[src/frc_rx_cfg_map.svh]
// offsets, field positions, reset values and rate constants of the block
// assumes the includer already runs at the 250 MHz reference clock
`ifndef FRC_RX_CFG_MAP_SVH
`define FRC_RX_CFG_MAP_SVH

// ==========================================================
// register byte addresses
`define FRC_ADDR_W 8
`define FRC_OFS_CLOCK_MODE_ONE 8'h44
`define FRC_OFS_SYSTEM_INTERFACE_CONTROL_THREE 8'h48
`define FRC_OFS_AUX 8'h4c
`define FRC_OFS_MASK 8'h50
`define FRC_OFS_STAT 8'h54

// ==========================================================
// field positions
`define FRC_CLOCK_MODE_ONE_RS_LO 4
`define FRC_CLOCK_MODE_ONE_DCS 3
`define FRC_SYSTEM_INTERFACE_CONTROL_THREE_RECEIVE_EDGE_SELECT 0
`define FRC_SYSTEM_INTERFACE_CONTROL_THREE_FRACTIONAL_SLOT_FUNCTION 1
`define FRC_SYSTEM_INTERFACE_CONTROL_THREE_DAF 2
`define FRC_AUX_SCF 0
`define FRC_AUX_FFS 1
`define FRC_AUX_INVERT_RX_SYNC_PULSE 2
`define FRC_AUX_SSE 3
`define FRC_AUX_SLAVE 4

// ==========================================================
// reset values
`define FRC_RST_BYTE 8'h00
`define FRC_RST_MASK 32'h0000_0000

// ==========================================================
// phase increments of the 32-bit de-jitter oscillator at 250 MHz
`define FRC_INC_2M048 32'd35184372
`define FRC_INC_1M544 32'd26525718
`define FRC_INC_8M192 32'd140737488
`define FRC_INC_6M176 32'd106102872

`endif

[src/frc_pkg.sv]
// types shared by the receive configuration block and its bench
// assumes the constants header is included where offsets are needed
package frc_pkg;

  // ==========================================================
  // alarm inputs from the framer core
  typedef struct packed {
    logic no_line_signal_alarm;
    logic frame_align_lost;
    logic slip;
  } frc_alarm_t;

  // ==========================================================
  // pins of the receive system side, sampled on ref_clk
  typedef struct packed {
    logic hwy_clk;
    logic rx_data;
    logic rx_frame_marker;
    logic tx_signaling_input;
    logic dpll_clk;
  } frc_pins_t;

  // ==========================================================
  // write channel states
  typedef enum logic [1:0] {
    FRC_WR_IDLE = 2'b01,
    FRC_WR_RESP = 2'b10
  } frc_wr_state_t;

endpackage

[src/frc_rx_cfg.sv]
// receive system interface and receive clock configuration
// assumes an axi4-lite master on ref_clk and pins from the backplane
//
// Our own choice: the AXI4-Lite interface to the registers.
`timescale 1ns/100ps
`include "frc_rx_cfg_map.svh"
module frc_rx_cfg (
  input wire logic ref_clk,
  input wire logic arst_n,
  input wire logic [7:0] s_axi_awaddr,
  input wire logic s_axi_awvalid,
  output logic s_axi_awready,
  input wire logic [31:0] s_axi_wdata,
  input wire logic [3:0] s_axi_wstrb,
  input wire logic s_axi_wvalid,
  output logic s_axi_wready,
  output logic [1:0] s_axi_bresp,
  output logic s_axi_bvalid,
  input wire logic s_axi_bready,
  input wire logic [7:0] s_axi_araddr,
  input wire logic s_axi_arvalid,
  output logic s_axi_arready,
  output logic [31:0] s_axi_rdata,
  output logic [1:0] s_axi_rresp,
  output logic s_axi_rvalid,
  input wire logic s_axi_rready,
  input wire frc_pkg::frc_pins_t pins,
  input wire frc_pkg::frc_alarm_t alarms,
  output logic rx_data_q,
  output logic rx_frame_marker_q,
  output logic rx_strobe_q,
  output logic tx_signaling_marker_q,
  output logic tx_sig_data_q,
  output logic tx_sig_strobe_q,
  output logic sig_update_en_q,
  output logic dco_ref_sync_q,
  output logic rcv_clock_out_q
);
  import frc_pkg::*;

  // ==========================================================
  // register bus state
  frc_wr_state_t wr_st_q, wr_st_d;
  logic aw_hold_q, aw_hold_d, w_hold_q, w_hold_d;
  logic [7:0] awaddr_q, awaddr_d;
  logic [31:0] wdata_q, wdata_d;
  logic [3:0] wstrb_q, wstrb_d;
  logic awready_d, wready_d, bvalid_d, arready_d, rvalid_d;
  logic [1:0] bresp_d, rresp_d;
  logic [31:0] rdata_d;
  logic [7:0] clock_mode_one_q, clock_mode_one_d, system_interface_control_three_q, system_interface_control_three_d, aux_q, aux_d;
  logic [31:0] mask_q, mask_d;
  logic [7:0] stat_w;

  // ==========================================================
  // link state
  frc_pins_t pin_s;
  logic hwy_prev_q, hwy_prev_d, mk_prev_q, mk_prev_d;
  logic [7:0] bit_cnt_q, bit_cnt_d;
  logic rx_data_d, rx_mk_d, rx_stb_d, txm_d, txd_d, txs_d;
  logic upd_d, dco_d, rclk_d, dco_clk;
  logic hwy_rise, hwy_fall, data_edge, mk_edge, alarm_any, slot_on;
  logic mk_restart;
  logic [7:0] cnt_now;
  logic [2:0] arm_q, arm_d;
  logic [31:0] nco_inc;

  frc_sync2 #(.W(5)) u_sync (
    .ref_clk(ref_clk),
    .arst_n(arst_n),
    .d(pins),
    .q(pin_s)
  );

  frc_nco u_nco (
    .ref_clk(ref_clk),
    .arst_n(arst_n),
    .inc(nco_inc),
    .clk_out(dco_clk)
  );

  assign stat_w = {2'h0, rcv_clock_out_q, dco_ref_sync_q, sig_update_en_q,
                   alarms.slip, alarms.frame_align_lost, alarms.no_line_signal_alarm};

  // ==========================================================
  // axi4-lite slave and registers
  always_comb begin
    wr_st_d = wr_st_q;
    aw_hold_d = aw_hold_q;
    w_hold_d = w_hold_q;
    awaddr_d = awaddr_q;
    wdata_d = wdata_q;
    wstrb_d = wstrb_q;
    bvalid_d = s_axi_bvalid;
    bresp_d = s_axi_bresp;
    clock_mode_one_d = clock_mode_one_q;
    system_interface_control_three_d = system_interface_control_three_q;
    aux_d = aux_q;
    mask_d = mask_q;
    if (s_axi_awvalid && s_axi_awready) begin
      aw_hold_d = 1'b1;
      awaddr_d = s_axi_awaddr;
    end
    if (s_axi_wvalid && s_axi_wready) begin
      w_hold_d = 1'b1;
      wdata_d = s_axi_wdata;
      wstrb_d = s_axi_wstrb;
    end
    case (wr_st_q)
      FRC_WR_IDLE: begin
        if (aw_hold_q && w_hold_q) begin
          aw_hold_d = 1'b0;
          w_hold_d = 1'b0;
          bvalid_d = 1'b1;
          bresp_d = 2'b00;
          wr_st_d = FRC_WR_RESP;
          if (awaddr_q == `FRC_OFS_CLOCK_MODE_ONE) begin
            if (wstrb_q[0]) clock_mode_one_d = wdata_q[7:0];
          end else if (awaddr_q == `FRC_OFS_SYSTEM_INTERFACE_CONTROL_THREE) begin
            if (wstrb_q[0]) system_interface_control_three_d = wdata_q[7:0];
          end else if (awaddr_q == `FRC_OFS_AUX) begin
            if (wstrb_q[0]) aux_d = wdata_q[7:0];
          end else if (awaddr_q == `FRC_OFS_MASK) begin
            for (int b = 0; b < 4; b++) begin
              if (wstrb_q[b]) mask_d[b*8 +: 8] = wdata_q[b*8 +: 8];
            end
          end else if (awaddr_q == `FRC_OFS_STAT) begin
            bresp_d = 2'b10;
          end else begin
            bresp_d = 2'b10;
          end
        end
      end
      FRC_WR_RESP: begin
        if (s_axi_bready) begin
          bvalid_d = 1'b0;
          wr_st_d = FRC_WR_IDLE;
        end
      end
      default: wr_st_d = FRC_WR_IDLE;
    endcase
    // one write at a time: no new address or data until response taken
    awready_d = !aw_hold_d && (wr_st_d == FRC_WR_IDLE) && !bvalid_d;
    wready_d = !w_hold_d && (wr_st_d == FRC_WR_IDLE) && !bvalid_d;
    rvalid_d = s_axi_rvalid;
    rdata_d = s_axi_rdata;
    rresp_d = s_axi_rresp;
    if (s_axi_rvalid && s_axi_rready) begin
      rvalid_d = 1'b0;
    end
    if (s_axi_arvalid && s_axi_arready) begin
      rvalid_d = 1'b1;
      rresp_d = 2'b00;
      rdata_d = 32'h0000_0000;
      if (s_axi_araddr == `FRC_OFS_CLOCK_MODE_ONE) begin
        rdata_d[7:0] = clock_mode_one_q;
      end else if (s_axi_araddr == `FRC_OFS_SYSTEM_INTERFACE_CONTROL_THREE) begin
        rdata_d[7:0] = system_interface_control_three_q;
      end else if (s_axi_araddr == `FRC_OFS_AUX) begin
        rdata_d[7:0] = aux_q;
      end else if (s_axi_araddr == `FRC_OFS_MASK) begin
        rdata_d = mask_q;
      end else if (s_axi_araddr == `FRC_OFS_STAT) begin
        rdata_d[7:0] = stat_w;
      end else begin
        rresp_d = 2'b10;
      end
    end
    arready_d = !rvalid_d;
  end

  always_ff @(posedge ref_clk or negedge arst_n) begin
    if (!arst_n) begin
      wr_st_q <= FRC_WR_IDLE;
      aw_hold_q <= 1'b0;
      w_hold_q <= 1'b0;
      awaddr_q <= 8'h00;
      wdata_q <= 32'h0000_0000;
      wstrb_q <= 4'h0;
      s_axi_awready <= 1'b0;
      s_axi_wready <= 1'b0;
      s_axi_bvalid <= 1'b0;
      s_axi_bresp <= 2'b00;
      s_axi_arready <= 1'b0;
      s_axi_rvalid <= 1'b0;
      s_axi_rdata <= 32'h0000_0000;
      s_axi_rresp <= 2'b00;
      clock_mode_one_q <= `FRC_RST_BYTE;
      system_interface_control_three_q <= `FRC_RST_BYTE;
      aux_q <= `FRC_RST_BYTE;
      mask_q <= `FRC_RST_MASK;
    end else begin
      wr_st_q <= wr_st_d;
      aw_hold_q <= aw_hold_d;
      w_hold_q <= w_hold_d;
      awaddr_q <= awaddr_d;
      wdata_q <= wdata_d;
      wstrb_q <= wstrb_d;
      s_axi_awready <= awready_d;
      s_axi_wready <= wready_d;
      s_axi_bvalid <= bvalid_d;
      s_axi_bresp <= bresp_d;
      s_axi_arready <= arready_d;
      s_axi_rvalid <= rvalid_d;
      s_axi_rdata <= rdata_d;
      s_axi_rresp <= rresp_d;
      clock_mode_one_q <= clock_mode_one_d;
      system_interface_control_three_q <= system_interface_control_three_d;
      aux_q <= aux_d;
      mask_q <= mask_d;
    end
  end

  // ==========================================================
  // receive system side, pcm highway clock sampled on ref_clk
  always_comb begin
    // no edges until the synchroniser holds the true pin level
    arm_d = {arm_q[1:0], 1'b1};
    hwy_rise = arm_q[2] && pin_s.hwy_clk && !hwy_prev_q;
    hwy_fall = arm_q[2] && !pin_s.hwy_clk && hwy_prev_q;
    data_edge = system_interface_control_three_q[`FRC_SYSTEM_INTERFACE_CONTROL_THREE_RECEIVE_EDGE_SELECT] ? hwy_rise : hwy_fall;
    // inversion swaps marker sense against the data edge
    mk_edge = (system_interface_control_three_q[`FRC_SYSTEM_INTERFACE_CONTROL_THREE_RECEIVE_EDGE_SELECT] ^ aux_q[`FRC_AUX_INVERT_RX_SYNC_PULSE]) ?
              hwy_rise : hwy_fall;
    // marker restarts the frame: its own bit is bit 0 of slot 0
    mk_restart = mk_edge && pin_s.rx_frame_marker && !mk_prev_q;
    cnt_now = mk_restart ? 8'h00 : bit_cnt_q;
    slot_on = system_interface_control_three_q[`FRC_SYSTEM_INTERFACE_CONTROL_THREE_FRACTIONAL_SLOT_FUNCTION] && mask_q[cnt_now[7:3]];
    hwy_prev_d = pin_s.hwy_clk;
    mk_prev_d = mk_prev_q;
    bit_cnt_d = cnt_now;
    rx_data_d = rx_data_q;
    rx_mk_d = rx_frame_marker_q;
    rx_stb_d = data_edge;
    txm_d = slot_on;
    txd_d = tx_sig_data_q;
    txs_d = 1'b0;
    if (data_edge) begin
      rx_data_d = pin_s.rx_data;
      bit_cnt_d = cnt_now + 8'h01;
      if (slot_on) begin
        txd_d = pin_s.tx_signaling_input;
        txs_d = 1'b1;
      end
    end
    if (mk_edge) begin
      rx_mk_d = pin_s.rx_frame_marker;
      mk_prev_d = pin_s.rx_frame_marker;
    end
  end

  always_ff @(posedge ref_clk or negedge arst_n) begin
    if (!arst_n) begin
      arm_q <= 3'h0;
      hwy_prev_q <= 1'b0;
      mk_prev_q <= 1'b0;
      bit_cnt_q <= 8'h00;
      rx_data_q <= 1'b0;
      rx_frame_marker_q <= 1'b0;
      rx_strobe_q <= 1'b0;
      tx_signaling_marker_q <= 1'b0;
      tx_sig_data_q <= 1'b0;
      tx_sig_strobe_q <= 1'b0;
    end else begin
      arm_q <= arm_d;
      hwy_prev_q <= hwy_prev_d;
      mk_prev_q <= mk_prev_d;
      bit_cnt_q <= bit_cnt_d;
      rx_data_q <= rx_data_d;
      rx_frame_marker_q <= rx_mk_d;
      rx_strobe_q <= rx_stb_d;
      tx_signaling_marker_q <= txm_d;
      tx_sig_data_q <= txd_d;
      tx_sig_strobe_q <= txs_d;
    end
  end

  // ==========================================================
  // signaling freeze and receive clock source
  always_comb begin
    alarm_any = alarms.no_line_signal_alarm || alarms.frame_align_lost || alarms.slip;
    // disable bit only counts with serial signaling access
    upd_d = !aux_q[`FRC_AUX_FFS] &&
            (!alarm_any || (system_interface_control_three_q[`FRC_SYSTEM_INTERFACE_CONTROL_THREE_DAF] &&
             aux_q[`FRC_AUX_SSE]));
    dco_d = aux_q[`FRC_AUX_SLAVE] && alarms.no_line_signal_alarm &&
            !clock_mode_one_q[`FRC_CLOCK_MODE_ONE_DCS];
    if (clock_mode_one_q[`FRC_CLOCK_MODE_ONE_RS_LO]) begin
      nco_inc = aux_q[`FRC_AUX_SCF] ? `FRC_INC_6M176 :
                `FRC_INC_8M192;
    end else begin
      nco_inc = aux_q[`FRC_AUX_SCF] ? `FRC_INC_1M544 :
                `FRC_INC_2M048;
    end
    case (clock_mode_one_q[`FRC_CLOCK_MODE_ONE_RS_LO +: 2])
      2'b00: rclk_d = pin_s.dpll_clk;
      2'b01: rclk_d = alarms.no_line_signal_alarm || pin_s.dpll_clk;
      default: rclk_d = dco_clk;
    endcase
  end

  always_ff @(posedge ref_clk or negedge arst_n) begin
    if (!arst_n) begin
      sig_update_en_q <= 1'b0;
      dco_ref_sync_q <= 1'b0;
      rcv_clock_out_q <= 1'b0;
    end else begin
      sig_update_en_q <= upd_d;
      dco_ref_sync_q <= dco_d;
      rcv_clock_out_q <= rclk_d;
    end
  end
endmodule

[src/frc_sync2.sv]
// two flip-flop synchroniser, one per bit
// assumes inputs are asynchronous to ref_clk
`timescale 1ns/100ps
module frc_sync2 #(
  parameter int W = 1
) (
  input wire logic ref_clk,
  input wire logic arst_n,
  input wire logic [W-1:0] d,
  output logic [W-1:0] q
);
  logic [W-1:0] meta_q;

  // ==========================================================
  // first stage feeds only the second
  for (genvar i = 0; i < W; i++) begin : g_bit
    always_ff @(posedge ref_clk or negedge arst_n) begin
      if (!arst_n) begin
        meta_q[i] <= 1'b0;
        q[i] <= 1'b0;
      end else begin
        meta_q[i] <= d[i];
        q[i] <= meta_q[i];
      end
    end
  end
endmodule

[src/frc_nco.sv]
// phase accumulator making the de-jittered receive clock
// assumes a steady increment; a change takes effect on the next edge
`timescale 1ns/100ps
module frc_nco (
  input wire logic ref_clk,
  input wire logic arst_n,
  input wire logic [31:0] inc,
  output logic clk_out
);
  logic [31:0] acc_q;
  logic [31:0] acc_d;

  // ==========================================================
  // accumulator; msb is the square wave, jitter one ref period
  always_comb begin
    acc_d = acc_q + inc;
  end

  always_ff @(posedge ref_clk or negedge arst_n) begin
    if (!arst_n) begin
      acc_q <= 32'h0000_0000;
      clk_out <= 1'b0;
    end else begin
      acc_q <= acc_d;
      clk_out <= acc_d[31];
    end
  end
endmodule

[config.mk]
export PLATFORM = sky130hd
export DESIGN_NAME = frc_rx_cfg
export DESIGN_NICKNAME = d
export VERILOG_FILES = /design/src/frc_pkg.sv /design/src/frc_rx_cfg.sv /design/src/frc_sync2.sv /design/src/frc_nco.sv
export VERILOG_INCLUDE_DIRS = /design/src
export SDC_FILE = /design/constraint.sdc
export NUM_CORES = 1
export LEC_CHECK = 0
export BUFFER_PORTS_ARGS = -buffer_cell sky130_fd_sc_hd__buf_4
export CAP_MARGIN = 25
export CORE_MARGIN = 2
export CORE_UTILIZATION = 57
export DETAILED_ROUTE_END_ITERATION = 10
export PLACE_DENSITY = 0.85
export SETUP_SLACK_MARGIN = 0.15
export SYNTH_ARGS = -nofsm -noshare
export SYNTH_HDL_FRONTEND = slang
export SYNTH_SLANG_ARGS = --single-unit
export TNS_END_PERCENT = 30
[constraint.sdc]
create_clock -name ref_clk -period 3.83 [get_ports ref_clk]
set_input_delay 0.5745 -clock ref_clk [delete_from_list [all_inputs] [get_ports ref_clk]]
set_output_delay 0.5745 -clock ref_clk [all_outputs]
set_load 0.02 [all_outputs]
==> results_dict.tcl, run 1 <==
set metrics [dict create \
    synth.distinct_cells 77 \
    ioPinCount 117 \
    worstPathMaxFanout 5 \
    ys_top_cells_by_count "dfrtp_1 (204), mux2_2 (101), nand2_1 (47)" \
    skew_ns 0.0103 \
    gp_congestion 0.915 \
    root_buffer "clkbuf_16" \
    ant_nets 0 \
    drt_pass1_iterations 6 \
    crit_path_end_kind "flip-flop" \
    first_global_vias 6793 \
    muxShareOfSynthArea_pct 15.0 \
    powerDensity_nw_per_um2 664 \
    vias_per_cell 5.93 \
    synth-compound-area-share_pct 12.0 \
    drc 0 \
    drive_above_1_share_pct 32.3 \
    hold_slack_ns 0.162 \
    ctsResizeCount 0 \
    ys_ff_latch 205 \
    vdd.ir_drop.worst_v 0.000418 \
    finalSetupViolCount 0 \
    cts_setup_buffers 0 \
    worstMarginPinSlew_ns 1.02 \
    synthFlopType "dfrtp_1" \
    holdBufCountCts 0 \
    synth-async-reset-ratio_pct 100 \
    rsz0062_at_grt "false" \
    syn_area_per_cell_um2 12.6 \
    drt_wl_total_um 21300 \
    die_h_um 132 \
    yosysTopAreaCellShare_pct 54.5 \
    syn_to_final_growth_pct 19.0 \
    via_count 6512 \
    drt_first_iter_violations 430 \
    htree_levels 1 \
    dp_hpwl_um 14500 \
    initial_core_util_pct 58.7 \
    synthSimpleGateAreaFrac_pct 7.95 \
    timing.final.crit_period_ns 3.27 \
    hold_class "in -> async" \
    crit_type "reg -> reg" \
    yosysWarnings 0 \
    crit_arrival_ns 3.69 \
    synthAdderAreaFrac_pct 4.09 \
    grt_pass1_wl_um 34800 \
    synth_edf_count 0 \
    clk-insertion-delay-late_ns 0.50 \
    timing.setup.tns_ns 0 \
    wl_per_cell_um 19.4 \
    relSlewSlack_pct 31.7 \
    nets 965 \
    outcome "complete, no violations" \
    grt_usage_pct 24.8 \
    regToRegSetupSlack_ns 0.56 \
    fmax_mhz 306 \
    grt-ovfl-total 0 \
    synth_top_area_cell "dfrtp_1" \
    syn_area_um2 9360 \
    worstSetupStartpointType "flip-flop" \
    ys_seq_area_share_pct 54.8 \
    clock_sinks 205 \
    cts.clk_slew.worst_paths_ns 0.06 \
    p_total_w 0.00739 \
    synth_area_leaders "dfrtp_1 (55%), mux2_2 (12%), ha_1 (3.9%)" \
    grt_start_max_net_pins 109 \
    die_x_um 132 \
    post_dp_cell_area_um2 10500 \
    syn_inst 742 \
    synth.most_common_cell "dfrtp_1" \
    maxCapViolCount 0 \
    antenna_found_initial 0 \
    finalHoldViolations 0 \
    diodes 0 \
    cts_tree "done" \
    cp.required_ns 4.25 \
    coreArea_um2 15900 \
    synth_top_family_by_area "multiplexers" \
    drv_slew 0 \
    design_area_um2 11100 \
    p_leak_nw 5.30 \
    cts_made_buffers 21 \
    finalCritPeriodShare_pct 85.4 \
    cts_buffer_depth 3 \
    fp-row-count 46 \
    port-buffer-count 114 \
    die_area_um2 17500 \
    synth-xor-area-share_pct 4.08 \
]
sequential cells by signal (all words and copies together), names as in the netlist, 2 cells and up:
register,count
u_nco.acc_q,31
wr_st_q,2
u_sync.q,5
awaddr_q,8
clock_mode_one_q,8
s_axi_rdata,32
wdata_q,32
arm_q,3
system_interface_control_three_q,8
wstrb_q,4
bit_cnt_q,8
u_sync.meta_q,5
mask_q,32
aux_q,8
path summary, 6_finish.rpt:
path,start,to,cells after the start
worst max-delay path,clock_mode_one_q[4],u_nco.acc_q[31],14
max in group asynchronous,arst_n,rx_data_q,2
min in group ref_clk,pins[4],u_sync.meta_q[4],1
worst max register to register,clock_mode_one_q[4],u_nco.acc_q[31],14
worst min register to register,u_sync.meta_q[1],u_sync.q[1],0
worst min-delay path,arst_n,u_nco.acc_q[13],1
worst max-delay path: stages, from the launching register on:
cell      delay, ns
dfrtp_1        0.38
inv_1          0.16
ha_1           0.31
ha_1           0.22
inv_1          0.06
fa_1           0.43
nor2b_1        0.19
o31ai_1        0.12
a211oi_2       0.26
o211ai_1       0.18
a21oi_2        0.20
a21bo_2        0.19
a31oi_1        0.12
nor3b_2        0.23
xor2_1         0.16
placed cells by master, fill, tap and decap left out, types with 4 or more instances in the layout:
cell type  Yosys  final
a211oi_1       6      6
o21ai_0       32     32
and3_1         4      4
buf_4          3    122
o21a_1         4      4
clkbuf_8       0      6
mux2i_1       12     12
dfrtp_1      204    204
ha_1          29     29
nand2_1       47     47
o21ai_1        5      5
nand2b_1       9      9
clkinv_2       0      4
xnor2_1       19     19
nor2b_1        7      7
nand3_1        9      9
xor2_1        19     19
mux4_2         6      6
nor3_1        11     11
a22oi_1       17     17
nor2_1        27     27
a21o_1        12     12
nor4_1         5      4
clkbuf_1      15      7
inv_1         22     22
a21oi_1       18     18
mux2_2       101    101
nand4_1        4      4
a22o_1        25     25
clkbuf_16      0     21
nand3b_1       4      4
per-stage QoR:
step / worst slack, ns / utilization [%] / std cells
5_1_grt: 0.283 / 69.8 / 1099
3_5_place_dp: 0.590 / 65.8 / 1061
2_1_floorplan: 0.770 / - / 743
4_1_cts: 0.554 / 69.8 / 1099
3_3_place_gp: 0.797 / 65.8 / 1061
6_report: 0.560 / 69.8 / 1099
power by group:
part | leakage, nW | switching [W] | total [W] | internal (W)
Sequential | 2.63 | 0.000413 | 0.00313 | 0.00272
Clock | 0.323 | 0.000833 | 0.00195 | 0.00111
Combinational | 2.34 | 0.00121 | 0.00231 | 0.00110
Total | 5.30 | 0.00245 | 0.00739 | 0.00494
cell type report:
type	count	area (um2)
flip-flops and latches	205	5130
clock inverters	5	28.8
clock buffers	33	621
multi-input cells	494	4050
well taps	216	270
fillers	1108	4810
repair buffers	124	950
inverters	22	82.6
cell families after synthesis:
family / after synthesis
adder cells (fa/ha/maj): 30
flip-flops: 205
AO/OA/AOI/OAI: 154
buffers and inverters: 44
multiplexers: 120
other: 2
AND/OR/NAND/NOR: 146
XOR/XNOR: 41
routing by layer:
metal  vias up  part of all wire, %  global-route usage (%)
met5         -                    0                       0
met4         0                  2.0                    7.91
met3        36                  7.8                    6.00
met2       257                   48                    40.0
met1      3287                   43                    33.3
li1       2932                    -                       -
Note: power is estimated with default switching activity, not from simulation.
==> run 2: changes to the inputs <==
ABC_AREA = 1   (was not set)
PLACE_DENSITY = 0.84   (was 0.85)
==> run 2 against run 1 <==
Effect of this change:
- via count grew 26%
- sequential power shrank 3%
- hold slack lost 0.067 ns
- critical path depth grew 4
- first-iteration DRC count grew 57%
- power grew 3.0%
- sequential share of layout area shrank 1.6 points
- maximum frequency grew 2.6%
- cell area grew 3.7%
- area after synthesis grew 4.3%
- critical path type unchanged
- critical endpoint is now u_nco.acc_q[25]
==> results_dict.tcl, run 2 <==
set metrics [dict create \
    outcome "complete, no violations" \
    worstMarginPinSlew_ns 0.711 \
    hold_slack_ns 0.0947 \
    dp_hpwl_um 16900 \
    die_area_um2 18200 \
    relSlewSlack_pct 52.5 \
    crit_path_end_kind "flip-flop" \
    worstPathCellList "inv_1, ha_1, ha_1, inv_1, fa_1, inv_1, a21oi_1, o21bai_2, nand2_2, nand2_1, nand2_1, nand2_2, a21boi_2, nor2_1, o21bai_1, nand2_1, nand2_1, nand2_1" \
    drc 0 \
    rsz0062_at_grt "false" \
    htree_levels 1 \
    dpl_worst_slack_ns 0.716 \
    fin_util_pct 69.4 \
    synthFlopType "dfrtp_1" \
    clk-insertion-delay-late_ns 0.51 \
    fmax_mhz 314 \
    final_common_cell "nand2_1" \
    fp-row-count 47 \
    syn_area_um2 9760 \
    synth.distinct_cells 54 \
    worstSetupStartpointType "flip-flop" \
    cts.clk_slew.worst_paths_ns 0.06 \
    cts_made_buffers 22 \
    crit_type "reg -> reg" \
    yosysTopAreaCellShare_pct 52.3 \
    first_global_vias 8165 \
    slowest_delay_ns 0.58 \
    ioPinCount 117 \
    grt_start_max_net_pins 92 \
    cp_slowest_cell "dfrtp_1" \
    drive_above_1_share_pct 15.4 \
    path_common_cell "nand2_1" \
    syn_inst 1133 \
    antenna_found_initial 0 \
    timing.final.crit_period_ns 3.19 \
    syn_area_per_cell_um2 8.61 \
    die_x_um 135 \
    port-buffer-count 114 \
    cts_setup_buffers 0 \
    die_h_um 135 \
    synth-async-reset-ratio_pct 100 \
    ctsResizeCount 0 \
    grt_pass1_wl_um 40200 \
    setup_ws_ns 0.644 \
    finalHoldViolations 0 \
    yosysWarnings 0 \
    holdBufCountCts 0 \
    coreArea_um2 16600 \
    drt_pass1_iterations 5 \
    synth_edf_count 0 \
    finalSetupViolCount 0 \
    wl_per_cell_um 16.2 \
    skew_ns 0.0127 \
    clock_sinks 205 \
    ant_nets 0 \
    via_count 8182 \
    cp.required_ns 4.22 \
    synth_area_leaders "dfrtp_1 (52%), nand2_1 (12%), o21ai_0 (6.2%)" \
    top_regs "mask_q (32), s_axi_rdata (32), wdata_q (32)" \
    worstPathMaxFanout 10 \
    ys_ff_latch 205 \
    vdd.ir_drop.worst_v 0.000428 \
    p_total_w 0.00761 \
    root_buffer "clkbuf_16" \
    maxCapViolCount 0 \
    layout_common_cells "nand2_1 (315), dfrtp_1 (204), inv_1 (135)" \
    syn_to_final_growth_pct 18.3 \
    timing.setup.tns_ns 0 \
    crit_arrival_ns 3.58 \
    p_leak_nw 5.84 \
    ys_top_cells_by_count "nand2_1 (315), dfrtp_1 (204), inv_1 (135)" \
    cts_tree "done" \
    fillers 1243 \
    drt_first_iter_violations 676 \
    grt-ovfl-total 0 \
    diodes 0 \
    cts_buffer_depth 3 \
    synth_top_area_cell "dfrtp_1" \
    initial_core_util_pct 58.6 \
    vias_per_cell 5.52 \
    nets 1344 \
    finalCritPeriodShare_pct 83.2 \
    drv_slew 0 \
    synth.most_common_cell "nand2_1" \
    gp_congestion 0.944 \
    hold_class "in -> async" \
    ys_seq_area_share_pct 52.6 \
    powerDensity_nw_per_um2 659 \
    drt_wl_total_um 24000 \
    grt_usage_pct 27.6 \
]
[run 2: changes by cell type after synthesis, sizes merged, moves of 10 or more]
cell,before,now
a22o,26,1
inv,22,138
mux2,102,0
nand3,9,98
a21oi,20,32
nand2,48,328
a22oi,18,0
o21ai,38,125
nor2,28,41
mux2i,12,0
a21o,12,2
[run 2: cell type report]
type                    count  area, um2  area share, %
inverters                 141        529           4.58
clock buffers              34        687           5.95
multi-input cells         757       3950           34.2
repair buffers            120        932           8.07
clock inverters             6       37.5          0.325
well taps                 220        275           2.38
flip-flops and latches    205       5130           44.4
[run 2: layer usage]
| layer | global-route usage, % | up-vias | routed length, um |
|---|---|---|---|
| li1 | - | 3891 | - |
| met1 | 38.1 | 3927 | 10200 |
| met2 | 44.4 | 301 | 11300 |
| met3 | 3.87 | 63 | 1640 |
| met4 | 11.3 | 0 | 899 |
| met5 | 0 | - | 0 |
[run 2: stage by stage]
| stage | cells | area (um2) |
|---|---|---|
| detailed placement | 1443 | 10800 |
| finish | 1483 | 11500 |
| CTS | 1483 | 11500 |
| floorplan | 1134 | 9760 |
| global route | 1483 | 11500 |
| global placement | 1442 | 10800 |
[run 2: path summary, 6_finish.rpt]
| kind | end | slack (ns) | cells after the start | startpoint |
|---|---|---|---|---|
| worst max-delay path | u_nco.acc_q[25] | 0.64 | 18 | clock_mode_one_q[4] |
| worst min-delay path | u_nco.acc_q[2] | 0.09 | 1 | arst_n |
| worst max register to register | u_nco.acc_q[25] | 0.64 | 18 | clock_mode_one_q[4] |
| worst min register to register | u_sync.q[0] | 0.35 | 0 | u_sync.meta_q[0] |
| max in group asynchronous | wdata_q[13] | 2.75 | 2 | arst_n |
| min in group ref_clk | u_sync.meta_q[4] | 0.17 | 1 | pins[4] |
[run 2: cell families (layout without fill, tap and decap cells)]
family | after synthesis | count (layout) | synth area share [%]
buf+inv | 172 | 301 | 6.94
flops | 205 | 205 | 52.6
simple gates | 495 | 495 | 22.0
fa+ha+maj | 30 | 30 | 3.92
compound gates | 195 | 195 | 11.2
other cells | 2 | 3 | 0.0770
xor+xnor | 34 | 34 | 3.21
[run 2: report_power, final]
group / internal (W) / switching (W) / total (W)
logic: 0.000869 / 0.00161 / 0.00248
clock network: 0.00123 / 0.000862 / 0.00210
registers: 0.00272 / 0.000321 / 0.00304
[run 2: worst max-delay path: cells and delay by family, from the launching register on]
kind,cells,cell delay (ns)
buffers and inverters,3,0.36
adders and majority gates,3,0.82
and+or+nand+nor,8,0.60
DFF,1,0.58
AOI/OAI and AO/OA,4,0.71
==> run 3: changes to the inputs <==
ABC_AREA = 0   (was 1)
CORE_UTILIZATION = 52   (was 57)
PLACE_DENSITY = 0.82   (was 0.84)
clock period = 2.8 ns   (was 3.83 ns; I/O delays follow)
==> run 3 against run 2 <==
Effect of this change:
- register-to-register slack got worse by 0.62 ns
- utilization decreased by 2.6 points
- cell area increased by 2.8%
- highest routed layer unchanged
- critical path depth decreased by 6
- largest cell class unchanged
- largest power group unchanged
==> results_dict.tcl, run 3 (synthesized netlist as in run 1, its figures left out) <==
set metrics [dict create \
    powerDensity_nw_per_um2 931 \
    clk-insertion-delay-late_ns 0.52 \
    grt-ovfl-total 0 \
    ant_nets 0 \
    final_common_cell "dfrtp_1" \
    via_count 6523 \
    skew_ns 0.0167 \
    cts_buffer_depth 3 \
    slowest_delay_ns 0.41 \
    worstPathMaxFanout 4 \
    grt_start_max_net_pins 64 \
    fp-row-count 49 \
    die_x_um 138 \
    cp_slowest_cell "dfrtp_2" \
    dp.cells 1102 \
    syn_to_final_growth_pct 26.8 \
    cts.clk_slew.worst_paths_ns 0.06 \
    vdd.ir_drop.worst_v 0.000745 \
    cts_made_buffers 22 \
    top_regs "mask_q (32), s_axi_rdata (32), wdata_q (32)" \
    ioPinCount 117 \
    layout.cells.non_filler 1159 \
    setup_ws_ns 0.0202 \
    timing.final.crit_period_ns 2.78 \
    hold_class "in -> reg" \
    root_buffer "clkbuf_16" \
    die_h_um 138 \
    p_leak_nw 5.62 \
    p_total_w 0.0111 \
    die_area_um2 19100 \
    wl_per_cell_um 18.6 \
    drt_wl_total_um 21600 \
    layout_common_cells "dfrtp_1 (202), buf_4 (162), mux2_2 (101)" \
    dp_hpwl_um 14800 \
    grt_usage_pct 22.3 \
    crit_arrival_ns 3.16 \
    finalSetupViolCount 0 \
    coreArea_um2 17800 \
    first_global_vias 6754 \
    holdPathStages 1 \
    relSlewSlack_pct 43.7 \
    outcome "complete, no violations" \
    fillers 1295 \
    nets 1013 \
    clock_sinks 205 \
    diodes 0 \
    drt_first_iter_violations 295 \
    regToRegSetupSlack_ns 0.02 \
    dpl_worst_slack_ns -0.0342 \
    maxCapViolCount 0 \
    drive_above_1_share_pct 38.8 \
    rsz0062_at_grt "true" \
    path_depth 12 \
    crit_path_end_kind "flip-flop" \
    multi_input_comb_area_um2 4250 \
    path_common_cell "ha_4" \
    htree_levels 1 \
    cts_tree "done" \
    finalHoldViolations 0 \
    path_delay_family "compound AO/OA/AOI/OAI gates" \
    vias_per_cell 5.63 \
    drt_pass1_iterations 7 \
    port-buffer-count 114 \
    gp_congestion 0.908 \
    worstMarginPinSlew_ns 0.836 \
    cp.required_ns 3.18 \
    grt_pass1_wl_um 34800 \
    cp.buffers_inverters 1 \
    worstPathCellList "inv_4, ha_4, ha_4, a21o_1, a211o_1, a22o_4, a41o_1, a22oi_2, nand2_2, a41oi_2, o211ai_1, xor2_1" \
    drv_slew 0 \
    post_dp_cell_area_um2 10800 \
    design_area_um2 11900 \
    seq_area_um2 5130 \
    initial_core_util_pct 52.6 \
    worstSetupStartpointType "flip-flop" \
    finalCritPeriodShare_pct 99.3 \
    antenna_found_initial 0 \
    crit_type "reg -> reg" \
    reg2reg_depth 12 \
    fmax_mhz 360 \
    drc 0 \
]
## run 3: cell types whose count changed in the layout (fill, tap and decap cells not counted), moves of 15 or more
cell	change
a22oi_1	+17
mux2_2	+101
a21oi_1	-15
buf_4	+45
a22o_1	+24
o21ai_0	-90
nand3_1	-83
nand2_1	-270
inv_1	-115
## run 3: area by class of cell
cell class	count	share of cell area [%]
sequential	205	43.3
multi-input combinational	494	35.8
timing repair buffer	171	11.2
clock buffer	31	5.26
tap	229	2.41
clock inverter	7	1.35
inverter	22	0.717
## run 3: path summary, 6_finish.rpt
| path | endpoint | from |
|---|---|---|
| setup / recovery | u_nco.acc_q[22] | clock_mode_one_q[4] |
| hold / removal | u_sync.meta_q[1] | pins[1] |
| setup reg to reg | u_nco.acc_q[22] | clock_mode_one_q[4] |
| hold reg to reg | u_sync.q[2] | u_sync.meta_q[2] |
| max in group asynchronous | wdata_q[21] | arst_n |
| min in group asynchronous | u_nco.acc_q[14] | arst_n |
## run 3: per-stage QoR
step	util [%]	hold slack (ns)	setup TNS, ns
detailed placement	60.7	0.335	-0.0641
floorplan	-	0.124	0
global placement	60.7	0.334	0
finish	66.8	0.0179	0
global route	66.8	0.0116	-0.544
CTS	65.9	0.00432	0
## run 3: layer usage
metal	routed length (um)	part of all wire (%)	GRT usage [%]	vias up
li1	-	-	-	3027
met1	9250	43	29.7	3256
met2	10700	50	37.8	196
met3	973	4.5	3.60	44
met4	653	3.0	7.14	0
met5	0	0	0	-
## run 3: report_power, final
group          leakage, nW  internal (W)  switching, W
Sequential            2.63       0.00372      0.000589
Combinational         2.61       0.00185       0.00179
Clock                0.382       0.00193       0.00118
## run 3: timing repair
| action | 4_1_cts | 5_1_grt |
|---|---|---|
| resized for setup | 7 | 24 |
| buffers inserted | 9 | 5 |
| endpoints found under the hold margin | 62 | 1 |
| hold buffers | 4 | 1 |
| endpoints found under the setup margin | 13 | 19 |
| pin swaps | 19 | 13 |
